[src/hw/iac_map.svh]
// offsets, field positions, reset values and timing figures of the
// interrupt acknowledge control; included by the design files
`ifndef IAC_MAP_SVH
`define IAC_MAP_SVH

// register indices, byte address is four times the index
`define IAC_IDX_IF_LOW   16'hFFE0
`define IAC_IDX_IF_HIGH  16'hFFE1
`define IAC_IDX_PSW      16'hFFE2
`define IAC_IDX_MK_LOW   16'hFFE4
`define IAC_IDX_MK_HIGH  16'hFFE5
`define IAC_IDX_EVT_STAT 16'hFFE6
`define IAC_IDX_EVT_MASK 16'hFFE7

// reset values
`define IAC_IF_RST       8'h00
`define IAC_MK_RST       8'hFF
`define IAC_PSW_RST      8'h02
`define IAC_EVT_RST      2'h0

// field positions
`define IAC_PSW_IE_BIT   7
`define IAC_EVT_ACK_BIT  0
`define IAC_EVT_NMI_BIT  1

// vector table entries
`define IAC_VEC_NMI      16'h0004
`define IAC_VEC_BASE     16'h0006

// request to service delay window, cpu clocks
`define IAC_LAT_MIN_CLK  9
`define IAC_LAT_MAX_CLK  19

`endif

[src/hw/iac_pkg.sv]
// types shared by the interrupt acknowledge control files
// assumes nothing of its surroundings
package iac_pkg;

  typedef enum logic [1:0] {
    IAC_IDLE     = 2'b00,
    IAC_SAVE_PSW = 2'b01,
    IAC_SAVE_PC  = 2'b10,
    IAC_LOAD_PC  = 2'b11
  } iac_state_t;

  typedef logic [8:0] iac_src_t;

endpackage

[src/hw/iac_arbiter.sv]
// fixed priority pick among pending requests, with vector lookup
// assumes flags and masks come from registers of the caller
`timescale 1ns/1ps
`default_nettype none
`include "iac_map.svh"

module iac_arbiter #(
  parameter int NSRC = 9
) (
  // pending state
  input  wire logic [NSRC-1:0] req_flags,
  input  wire logic [NSRC-1:0] mask_flags,
  input  wire logic            ie,
  input  wire logic            nmi_pend,
  // selection
  output logic                 hit,
  output logic                 is_nmi,
  output logic [3:0]           src_idx,
  output logic [15:0]          vector
);
  import iac_pkg::*;

  function automatic logic [15:0] vec_of(input logic [3:0] idx);
    vec_of = `IAC_VEC_BASE + {11'h000, idx, 1'b0};
  endfunction

  always_comb begin
    logic [NSRC-1:0] elig;
    elig    = '0;
    hit     = 1'b0;
    is_nmi  = 1'b0;
    src_idx = 4'h0;
    vector  = 16'h0000;
    elig    = req_flags & ~mask_flags;
    // lowest index wins among maskable sources
    for (int i = NSRC - 1; i >= 0; i--) begin
      if (elig[i] && ie) begin
        hit     = 1'b1;
        src_idx = 4'(i);
        vector  = vec_of(4'(i));
      end
    end
    // non-maskable ignores ie and beats all
    if (nmi_pend) begin
      hit     = 1'b1;
      is_nmi  = 1'b1;
      src_idx = 4'h0;
      vector  = `IAC_VEC_NMI;
    end
  end

endmodule
`default_nettype wire

[src/hw/iac_ctrl.sv]
// interrupt acknowledge control: flags, masks, status word, acceptance
// assumes an apb master and a cpu sequencer on the same clock
//
// Notes on behaviour
// - non-maskable accepted always, ahead of maskable
// - nmi: push status, push pc, clear enable
// - new nmi interrupts running nmi service
// - maskable needs flag set, mask clear, enable
// - request to service takes 9 to 19 clocks
// - bit-test branches give the longest delay
// - simultaneous maskable requests taken by priority
// - unaccepted requests stay pending until acceptable
// - maskable: push status, pc, clear enable, vector
// - flag seen before clock n-1 accepted at end
// - flag set in last clock waits one instruction
// - flag or mask register access holds requests
// - flag or mask instruction defers one instruction
// - nesting only after enable instruction in service
// - without re-enable new request waits for return
// - accepted source flag cleared before service starts
// - return instruction restores status word from stack
`timescale 1ns/1ps
`default_nettype none
`include "iac_map.svh"

module iac_ctrl #(
  parameter int NSRC = 9
) (
  // clock and reset
  input  wire logic             CLOCK,
  input  wire logic             ARST_N,
  // apb slave
  input  wire logic             PSEL,
  input  wire logic             PENABLE,
  input  wire logic             PWRITE,
  input  wire logic [17:0]      PADDR,
  input  wire logic [31:0]      PWDATA,
  output logic                  PREADY,
  output logic [31:0]           PRDATA,
  output logic                  PSLVERR,
  // request sources
  input  wire iac_pkg::iac_src_t SRC_REQ,
  input  wire logic             NMI_REQ,
  // cpu sequencer
  input  wire logic             INSTR_LAST,
  input  wire logic             INSTR_HOLDS,
  input  wire logic             EI_EXEC,
  input  wire logic             DI_EXEC,
  input  wire logic             SERVICE_RETURN_INSTR_EXEC,
  input  wire logic [7:0]       SERVICE_RETURN_INSTR_PSW,
  input  wire logic [15:0]      CORE_PC,
  // acceptance sequence
  output logic                  ACK_BUSY,
  output logic                  STACK_WR,
  output logic                  STACK_SEL_PC,
  output logic [15:0]           STACK_DATA,
  output logic                  PC_LOAD,
  output logic [15:0]           PC_VECTOR,
  output logic                  GLOBAL_ACCEPT_ENABLE,
  // interrupt out
  output logic                  IRQ
);
  import iac_pkg::*;

  function automatic logic [17:0] addr_of(input logic [15:0] idx);
    addr_of = {idx, 2'b00};
  endfunction

  // reset release through two flops
  logic rst_meta_ff;
  logic rst_n;
  always_ff @(posedge CLOCK or negedge ARST_N) begin
    if (!ARST_N) begin
      rst_meta_ff <= 1'b0;
      rst_n       <= 1'b0;
    end else begin
      rst_meta_ff <= 1'b1;
      rst_n       <= rst_meta_ff;
    end
  end

  iac_state_t        state_ff;
  iac_state_t        nxt_state;
  logic [NSRC-1:0]   if_ff;
  logic [NSRC-1:0]   mk_ff;
  logic [7:0]        psw_ff;
  logic              nmi_pend_ff;
  logic [1:0]        evt_ff;
  logic [1:0]        evt_mask_ff;
  logic              arm_hit_ff;
  logic              arm_nmi_ff;
  logic [3:0]        arm_idx_ff;
  logic [15:0]       arm_vec_ff;
  logic              sel_nmi_ff;
  logic [3:0]        sel_idx_ff;
  logic [15:0]       sel_vec_ff;
  logic              arb_hit;
  logic              arb_nmi;
  logic [3:0]        arb_idx;
  logic [15:0]       arb_vec;
  logic              start;
  logic              flag_access;
  logic              wr_en;
  logic [7:0]        wbyte;
  logic [NSRC-1:0]   nxt_if;
  logic [1:0]        nxt_evt;

  // flag and mask register packing
  function automatic logic [7:0] pack_if(input logic [NSRC-1:0] v, input logic hi);
    pack_if = hi ? {v[8], 6'h00, v[7]} : {1'b0, v[6:0]};
  endfunction

  function automatic logic [7:0] pack_mk(input logic [NSRC-1:0] v, input logic hi);
    pack_mk = hi ? {v[8], 6'h3F, v[7]} : {1'b1, v[6:0]};
  endfunction

  assign wr_en = PSEL && PENABLE && PREADY && PWRITE;
  assign wbyte = PWDATA[7:0];

  // accesses to flag or mask registers hold acceptance
  assign flag_access = PSEL && (PADDR == addr_of(`IAC_IDX_IF_LOW)
                             || PADDR == addr_of(`IAC_IDX_IF_HIGH)
                             || PADDR == addr_of(`IAC_IDX_MK_LOW)
                             || PADDR == addr_of(`IAC_IDX_MK_HIGH));

  iac_arbiter #(
    .NSRC (NSRC)
  ) u_arb (
    .req_flags  (if_ff),
    .mask_flags (mk_ff),
    .ie         (psw_ff[`IAC_PSW_IE_BIT]),
    .nmi_pend   (nmi_pend_ff),
    .hit        (arb_hit),
    .is_nmi     (arb_nmi),
    .src_idx    (arb_idx),
    .vector     (arb_vec)
  );

  // candidate sampled one clock ahead of the boundary
  always_ff @(posedge CLOCK or negedge rst_n) begin
    if (!rst_n) begin
      arm_hit_ff <= 1'b0;
      arm_nmi_ff <= 1'b0;
      arm_idx_ff <= 4'h0;
      arm_vec_ff <= 16'h0000;
    end else begin
      arm_hit_ff <= arb_hit;
      arm_nmi_ff <= arb_nmi;
      arm_idx_ff <= arb_idx;
      arm_vec_ff <= arb_vec;
    end
  end

  // accept only at an instruction end
  assign start = (state_ff == IAC_IDLE) && INSTR_LAST && arm_hit_ff
              && !INSTR_HOLDS && !flag_access;

  always_comb begin
    nxt_state = state_ff;
    unique case (state_ff)
      IAC_IDLE:     if (start) nxt_state = IAC_SAVE_PSW;
      IAC_SAVE_PSW: nxt_state = IAC_SAVE_PC;
      IAC_SAVE_PC:  nxt_state = IAC_LOAD_PC;
      IAC_LOAD_PC:  nxt_state = IAC_IDLE;
    endcase
  end

  always_ff @(posedge CLOCK or negedge rst_n) begin
    if (!rst_n) begin
      state_ff   <= IAC_IDLE;
      sel_nmi_ff <= 1'b0;
      sel_idx_ff <= 4'h0;
      sel_vec_ff <= 16'h0000;
    end else begin
      state_ff <= nxt_state;
      if (start) begin
        sel_nmi_ff <= arm_nmi_ff;
        sel_idx_ff <= arm_idx_ff;
        sel_vec_ff <= arm_vec_ff;
      end
    end
  end

  // stack and vector outputs, status word first then pc
  always_ff @(posedge CLOCK or negedge rst_n) begin
    if (!rst_n) begin
      ACK_BUSY     <= 1'b0;
      STACK_WR     <= 1'b0;
      STACK_SEL_PC <= 1'b0;
      STACK_DATA   <= 16'h0000;
      PC_LOAD      <= 1'b0;
      PC_VECTOR    <= 16'h0000;
    end else begin
      ACK_BUSY     <= nxt_state != IAC_IDLE;
      STACK_WR     <= nxt_state == IAC_SAVE_PSW || nxt_state == IAC_SAVE_PC;
      STACK_SEL_PC <= nxt_state == IAC_SAVE_PC;
      PC_LOAD      <= nxt_state == IAC_LOAD_PC;
      if (start) begin
        STACK_DATA <= {8'h00, psw_ff};
      end else if (nxt_state == IAC_SAVE_PC) begin
        STACK_DATA <= CORE_PC;
      end
      if (nxt_state == IAC_LOAD_PC) begin
        PC_VECTOR <= sel_vec_ff;
      end
    end
  end

  // status word: acceptance clears enable
  always_ff @(posedge CLOCK or negedge rst_n) begin
    if (!rst_n) begin
      psw_ff <= `IAC_PSW_RST;
    end else if (start) begin
      psw_ff[`IAC_PSW_IE_BIT] <= 1'b0;
    end else if (SERVICE_RETURN_INSTR_EXEC) begin
      psw_ff <= SERVICE_RETURN_INSTR_PSW;
    end else if (EI_EXEC) begin
      psw_ff[`IAC_PSW_IE_BIT] <= 1'b1;
    end else if (DI_EXEC) begin
      psw_ff[`IAC_PSW_IE_BIT] <= 1'b0;
    end else if (wr_en && PADDR == addr_of(`IAC_IDX_PSW)) begin
      psw_ff <= wbyte;
    end
  end

  // request flags: cleared on acceptance, new request wins
  always_comb begin
    nxt_if = if_ff;
    if (wr_en && PADDR == addr_of(`IAC_IDX_IF_LOW)) begin
      nxt_if[6:0] = wbyte[6:0];
    end
    if (wr_en && PADDR == addr_of(`IAC_IDX_IF_HIGH)) begin
      nxt_if[7] = wbyte[0];
      nxt_if[8] = wbyte[7];
    end
    if (start && !arm_nmi_ff) begin
      nxt_if[arm_idx_ff] = 1'b0;
    end
    nxt_if = nxt_if | SRC_REQ;
  end

  always_ff @(posedge CLOCK or negedge rst_n) begin
    if (!rst_n) begin
      if_ff <= '0;
    end else begin
      if_ff <= nxt_if;
    end
  end

  always_ff @(posedge CLOCK or negedge rst_n) begin
    if (!rst_n) begin
      mk_ff <= '1;
    end else begin
      if (wr_en && PADDR == addr_of(`IAC_IDX_MK_LOW)) begin
        mk_ff[6:0] <= wbyte[6:0];
      end
      if (wr_en && PADDR == addr_of(`IAC_IDX_MK_HIGH)) begin
        mk_ff[7] <= wbyte[0];
        mk_ff[8] <= wbyte[7];
      end
    end
  end

  // non-maskable pending, also during its own service
  always_ff @(posedge CLOCK or negedge rst_n) begin
    if (!rst_n) begin
      nmi_pend_ff <= 1'b0;
    end else if (NMI_REQ) begin
      nmi_pend_ff <= 1'b1;
    end else if (start && arm_nmi_ff) begin
      nmi_pend_ff <= 1'b0;
    end
  end

  // event status, write one to clear, set wins
  always_comb begin
    nxt_evt = evt_ff;
    if (wr_en && PADDR == addr_of(`IAC_IDX_EVT_STAT)) begin
      nxt_evt = nxt_evt & ~wbyte[1:0];
    end
    if (start) begin
      nxt_evt[`IAC_EVT_ACK_BIT] = nxt_evt[`IAC_EVT_ACK_BIT] | !arm_nmi_ff;
      nxt_evt[`IAC_EVT_NMI_BIT] = nxt_evt[`IAC_EVT_NMI_BIT] | arm_nmi_ff;
    end
  end

  always_ff @(posedge CLOCK or negedge rst_n) begin
    if (!rst_n) begin
      evt_ff      <= `IAC_EVT_RST;
      evt_mask_ff <= `IAC_EVT_RST;
      IRQ         <= 1'b0;
    end else begin
      evt_ff <= nxt_evt;
      if (wr_en && PADDR == addr_of(`IAC_IDX_EVT_MASK)) begin
        evt_mask_ff <= wbyte[1:0];
      end
      IRQ <= |(nxt_evt & evt_mask_ff);
    end
  end

  always_ff @(posedge CLOCK or negedge rst_n) begin
    if (!rst_n) begin
      GLOBAL_ACCEPT_ENABLE <= 1'b0;
    end else begin
      GLOBAL_ACCEPT_ENABLE <= psw_ff[`IAC_PSW_IE_BIT];
    end
  end

  // apb slave, one wait state
  always_ff @(posedge CLOCK or negedge rst_n) begin
    if (!rst_n) begin
      PREADY  <= 1'b0;
      PRDATA  <= 32'h0000_0000;
      PSLVERR <= 1'b0;
    end else begin
      PREADY  <= PSEL && PENABLE && !PREADY;
      PSLVERR <= 1'b0;
      PRDATA  <= 32'h0000_0000;
      if (PSEL && PENABLE && !PREADY) begin
        unique case (PADDR)
          addr_of(`IAC_IDX_IF_LOW):   PRDATA[7:0] <= pack_if(if_ff, 1'b0);
          addr_of(`IAC_IDX_IF_HIGH):  PRDATA[7:0] <= pack_if(if_ff, 1'b1);
          addr_of(`IAC_IDX_MK_LOW):   PRDATA[7:0] <= pack_mk(mk_ff, 1'b0);
          addr_of(`IAC_IDX_MK_HIGH):  PRDATA[7:0] <= pack_mk(mk_ff, 1'b1);
          addr_of(`IAC_IDX_PSW):      PRDATA[7:0] <= psw_ff;
          addr_of(`IAC_IDX_EVT_STAT): PRDATA[1:0] <= evt_ff;
          addr_of(`IAC_IDX_EVT_MASK): PRDATA[1:0] <= evt_mask_ff;
          default:                    PSLVERR     <= 1'b1;
        endcase
      end
    end
  end

  logic [NSRC-1:0] elig_v;
  assign elig_v = if_ff & ~mk_ff;
endmodule
`default_nettype wire

[config.mk]
export PLATFORM = sky130hd
export DESIGN_NAME = iac_ctrl
export DESIGN_NICKNAME = d
export VERILOG_FILES = /design/src/hw/iac_pkg.sv /design/src/hw/iac_arbiter.sv /design/src/hw/iac_ctrl.sv
export VERILOG_INCLUDE_DIRS = /design/src /design/src/hw
export SDC_FILE = /design/constraint.sdc
export NUM_CORES = 1
export LEC_CHECK = 0
export ABC_AREA = 1
export BUFFER_PORTS_ARGS = -buffer_cell sky130_fd_sc_hd__buf_2
export CORE_MARGIN = 10
export CORE_UTILIZATION = 35
export DETAILED_ROUTE_END_ITERATION = 8
export PLACE_DENSITY_LB_ADDON = 0.2
export SYNTH_ARGS = -nofsm -noshare
export SYNTH_HDL_FRONTEND = slang
export SYNTH_HIERARCHICAL = 1
export SYNTH_SLANG_ARGS = --single-unit
[constraint.sdc]
create_clock -name CLOCK -period 10.72 [get_ports CLOCK]
set_clock_uncertainty 0.2 [all_clocks]
set_input_delay 1.072 -clock CLOCK [delete_from_list [all_inputs] [get_ports CLOCK]]
set_output_delay 1.072 -clock CLOCK [all_outputs]
set_load 0.03 [all_outputs]
==> qor.csv <==
stage;metric;value;unit
worst_setup_path;startpoint;PADDR[9];
worst_setup_path;cp.arrival;2.90;ns
sta;fin_ws;7.97;ns
detailed_routing;vias;4455;
pwr;power;1630;uW
synth;synthAdderAreaFrac;1.07;%
clocking;cts_repair_resize_count;0;
final_layout;diodes;0;
clocking;root_buffer;clkbuf_16;
global_routing;track_usage;13.1;%
synth;yosys.area.top_type;dfrtp_1;
final_layout;layout_common_cells;nand2_1 (220), buf_2 (117), dfrtp_1 (110);
final_layout;register_area;0.00304;sq mm
floorplan;coreArea;0.0165;sq mm
worst_hold_path;min_path_type;reg -> async;
sta;fin_setup_tns;0;ns
detailed_routing;antenna_left;0;
global_routing;grt_pass1_wl;23000;microns
clocking;clock_latency;0.41;ns
pwr;irDropWorstVdd;118;uV
final_layout;multi_input_area;0.00229;sq mm
placed_design;place.gp.congestion;0.825;
synth;ys_types;36;
clocking;cts-buffers-inserted;17;
floorplan;die_width;149;microns
synth;synth_top_area_share;47.6;%
synth;synth_mux_area_share;3.09;%
detailed_routing;drt_wl_total;14200;microns
sta;maxSlewHeadroom;35.9;%
synth;async_reset_ff_share;100;%
final_layout;stdcell_area;0.00702;sq mm
placed_design;io_buffers;117;
pwr;leakagePower;0.00372;uW
worst_setup_path;cp_data_required_time;10.87;ns
global_routing;grt_overflow;0;
worst_setup_path;r2r_slack;8.16;ns
floorplan;start_util;35.4;%
final_layout;synthToLayoutAreaGrowth;20.3;%
synth;ys_ff_latch;121;
floorplan;die_h;149;microns
worst_setup_path;r2r_end;IRQ;
final_layout;drive_gt1_share;29.3;%
placed_design;hpwl;10700;microns
global_routing;met1_usage;16.6;%
synth;synthSimpleGateAreaFrac;26.7;%
worst_setup_path;crit_end;IRQ;
sta;rsz0062_at_grt;no;
clocking;clk_pin_slew_worst_paths;0.06;ns
floorplan;io_pins;166;
detailed_routing;firstDrtPassIters;5;
worst_setup_path;crit_type;in -> reg;
status;status;finished, final reports clean;
detailed_routing;drtIter0Drc;219;
synth;avgSynthCellArea;8.70;sq um
clocking;clock_path_buffers;2;
floorplan;dieArea;0.0222;sq mm
pwr;power.density;233;mW/mm^2
clocking;cts_max_level;4;
worst_setup_path;r2r_cells;10;
sta;tightest_slew;0.961;ns
detailed_routing;vias_per_cell;4.36;
global_routing;grt_max_degree;79;
detailed_routing;drc;0;
synth;synthCells;670;
synth;yosys_warnings;6;
synth;synth_edf_count;0;
clocking;clock-sinks;121;
clocking;cts_tree;done;
final_layout;final_nets;888;
sta;slew_viol_final;0;
final_layout;final_common_cell;nand2_1;
worst_setup_path;rr_startpoint;state_ff[0];
global_routing;antenna_found_initial;0;
sta;setup_viol;0;
synth;synth_area;0.00583;sq mm
global_routing;grt_use_met3;4.43;%
sta;hold_violations;0;
detailed_routing;wl_per_cell;13.9;microns
worst_setup_path;start_kind;input port;
sta;min_period;2.75;ns
clocking;post-cts-setup-buffers;0;
synth;synthTopCellsByArea;dfrtp_1 (48%), nand2_1 (14%), buf_4 (4.9%);
synth;yosysSeqAreaShare;52.1;%
job;cap_violations;0;
sta;min_period_over_period;25.7;%
placed_design;place_ws;7.46;ns
synth;synth-xor-area-share;0;%
synth;synth_top_family_by_area;simple AND/OR/NAND/NOR gates;
global_routing;grt-busiest-layer;met2;
final_layout;finish.utilization;42.6;%
floorplan;std_cell_rows;47;
final_layout;nFillCells;1729;
worst_setup_path;critPathCaptureType;flop;
global_routing;first_global_vias;4321;
synth;synthFlopType;dfrtp_1;
synth;synth_compound_area_share;6.12;%
worst_setup_path;cp_max_fo;34;
placed_design;place_area;0.00645;sq mm
global_routing;met2_usage;20.8;%
sta;clock.fmax;0.364;GHz
clocking;hold_buffers;0;
-- kinds of logic (layout without fill, tap and decap cells) --
logic type | after synthesis | count (layout)
AOI/OAI and AO/OA | 59 | 59
adders and majority gates | 5 | 5
buffers and inverters | 116 | 214
DFF | 121 | 121
muxes | 16 | 16
other | 3 | 37
and+or+nand+nor | 350 | 350
-- Yosys cell counts, types with 2 or more instances --
| library cell | number |
|---|---|
| buf_6 | 5 |
| dfrtp_1 | 111 |
| clkbuf_1 | 3 |
| nand2_2 | 12 |
| nand2_4 | 3 |
| o21ai_2 | 14 |
| nor2_4 | 6 |
| buf_2 | 6 |
| nor2_1 | 50 |
| nand4_1 | 3 |
| inv_1 | 55 |
| clkinv_1 | 2 |
| nand2_1 | 220 |
| a31oi_1 | 2 |
| nand3_2 | 2 |
| dfstp_2 | 10 |
| nor3_1 | 2 |
| nor2_2 | 10 |
| o21ai_0 | 13 |
| conb_1 | 3 |
| inv_2 | 6 |
| mux2_2 | 16 |
| o21ai_1 | 13 |
| nand3b_1 | 2 |
| a21oi_1 | 15 |
| ha_1 | 5 |
| buf_4 | 38 |
| nand3_1 | 35 |
-- metal layers --
| layer | routed length (microns) | vias up |
|---|---|---|
| li1 | - | 2260 |
| met1 | 6520 | 2061 |
| met2 | 6590 | 120 |
| met3 | 965 | 14 |
| met4 | 124 | 0 |
| met5 | 0 | - |
-- area by class of cell --
cell class | count | area share [%]
Multi-Input combinational cell | 467 | 32.7
Inverter | 64 | 3.46
Sequential cell | 121 | 43.4
Clock buffer | 18 | 6.12
Clock inverter | 14 | 1.98
Timing Repair Buffer | 118 | 8.45
Tap cell | 220 | 3.92
-- critical path, cell delays in order --
cell and delay [ns]:
buf_2 0.10, nand2_1 0.07, nor2_2 0.05, nand2_4 0.12, inv_2 0.05, nand3_2 0.13, nand2_4 0.23, inv_2 0.54
nand2_1 0.24, nand2_1 0.15, nand2_1 0.06, nand2_1 0.05
-- worst min-delay path by stage --
stage	start	end	slack, ns	cells past startpoint
final	rst_n	arm_vec_ff[4]	0.13	0
after global routing	rst_meta_ff	rst_n	0.17	0
after CTS	rst_n	arm_vec_ff[1]	0.16	0
after detailed placement	rst_meta_ff	rst_n	0.14	0
after global placement	rst_meta_ff	rst_n	0.13	0
after floorplan	rst_meta_ff	rst_n	0.13	0
-- where the power goes --
group          internal, uW  total [uW]  switching (uW)
sequential              565         621            56.3
combinational           154         468             314
clock                   324         542             218
-- through the flow --
step / cells / hold WS, ns
final: 1022 / 0.125
after global routing: 1022 / 0.173
after CTS: 1022 / 0.158
after detailed placement: 990 / 0.144
after global placement: 990 / 0.135
after floorplan: 704 / 0.131
-- sequential cells by signal, indices dropped and copies added, names as in the netlist, 2 cells and up --
name,count
if_ff,9
mk_ff,9
arm_idx_ff,4
state_ff,2
evt_mask_ff,2
psw_ff,8
STACK_DATA,16
arm_vec_ff,16
PC_VECTOR,16
PRDATA,8
sel_vec_ff,16
evt_ff,2
(Power assumes the default switching activity.)
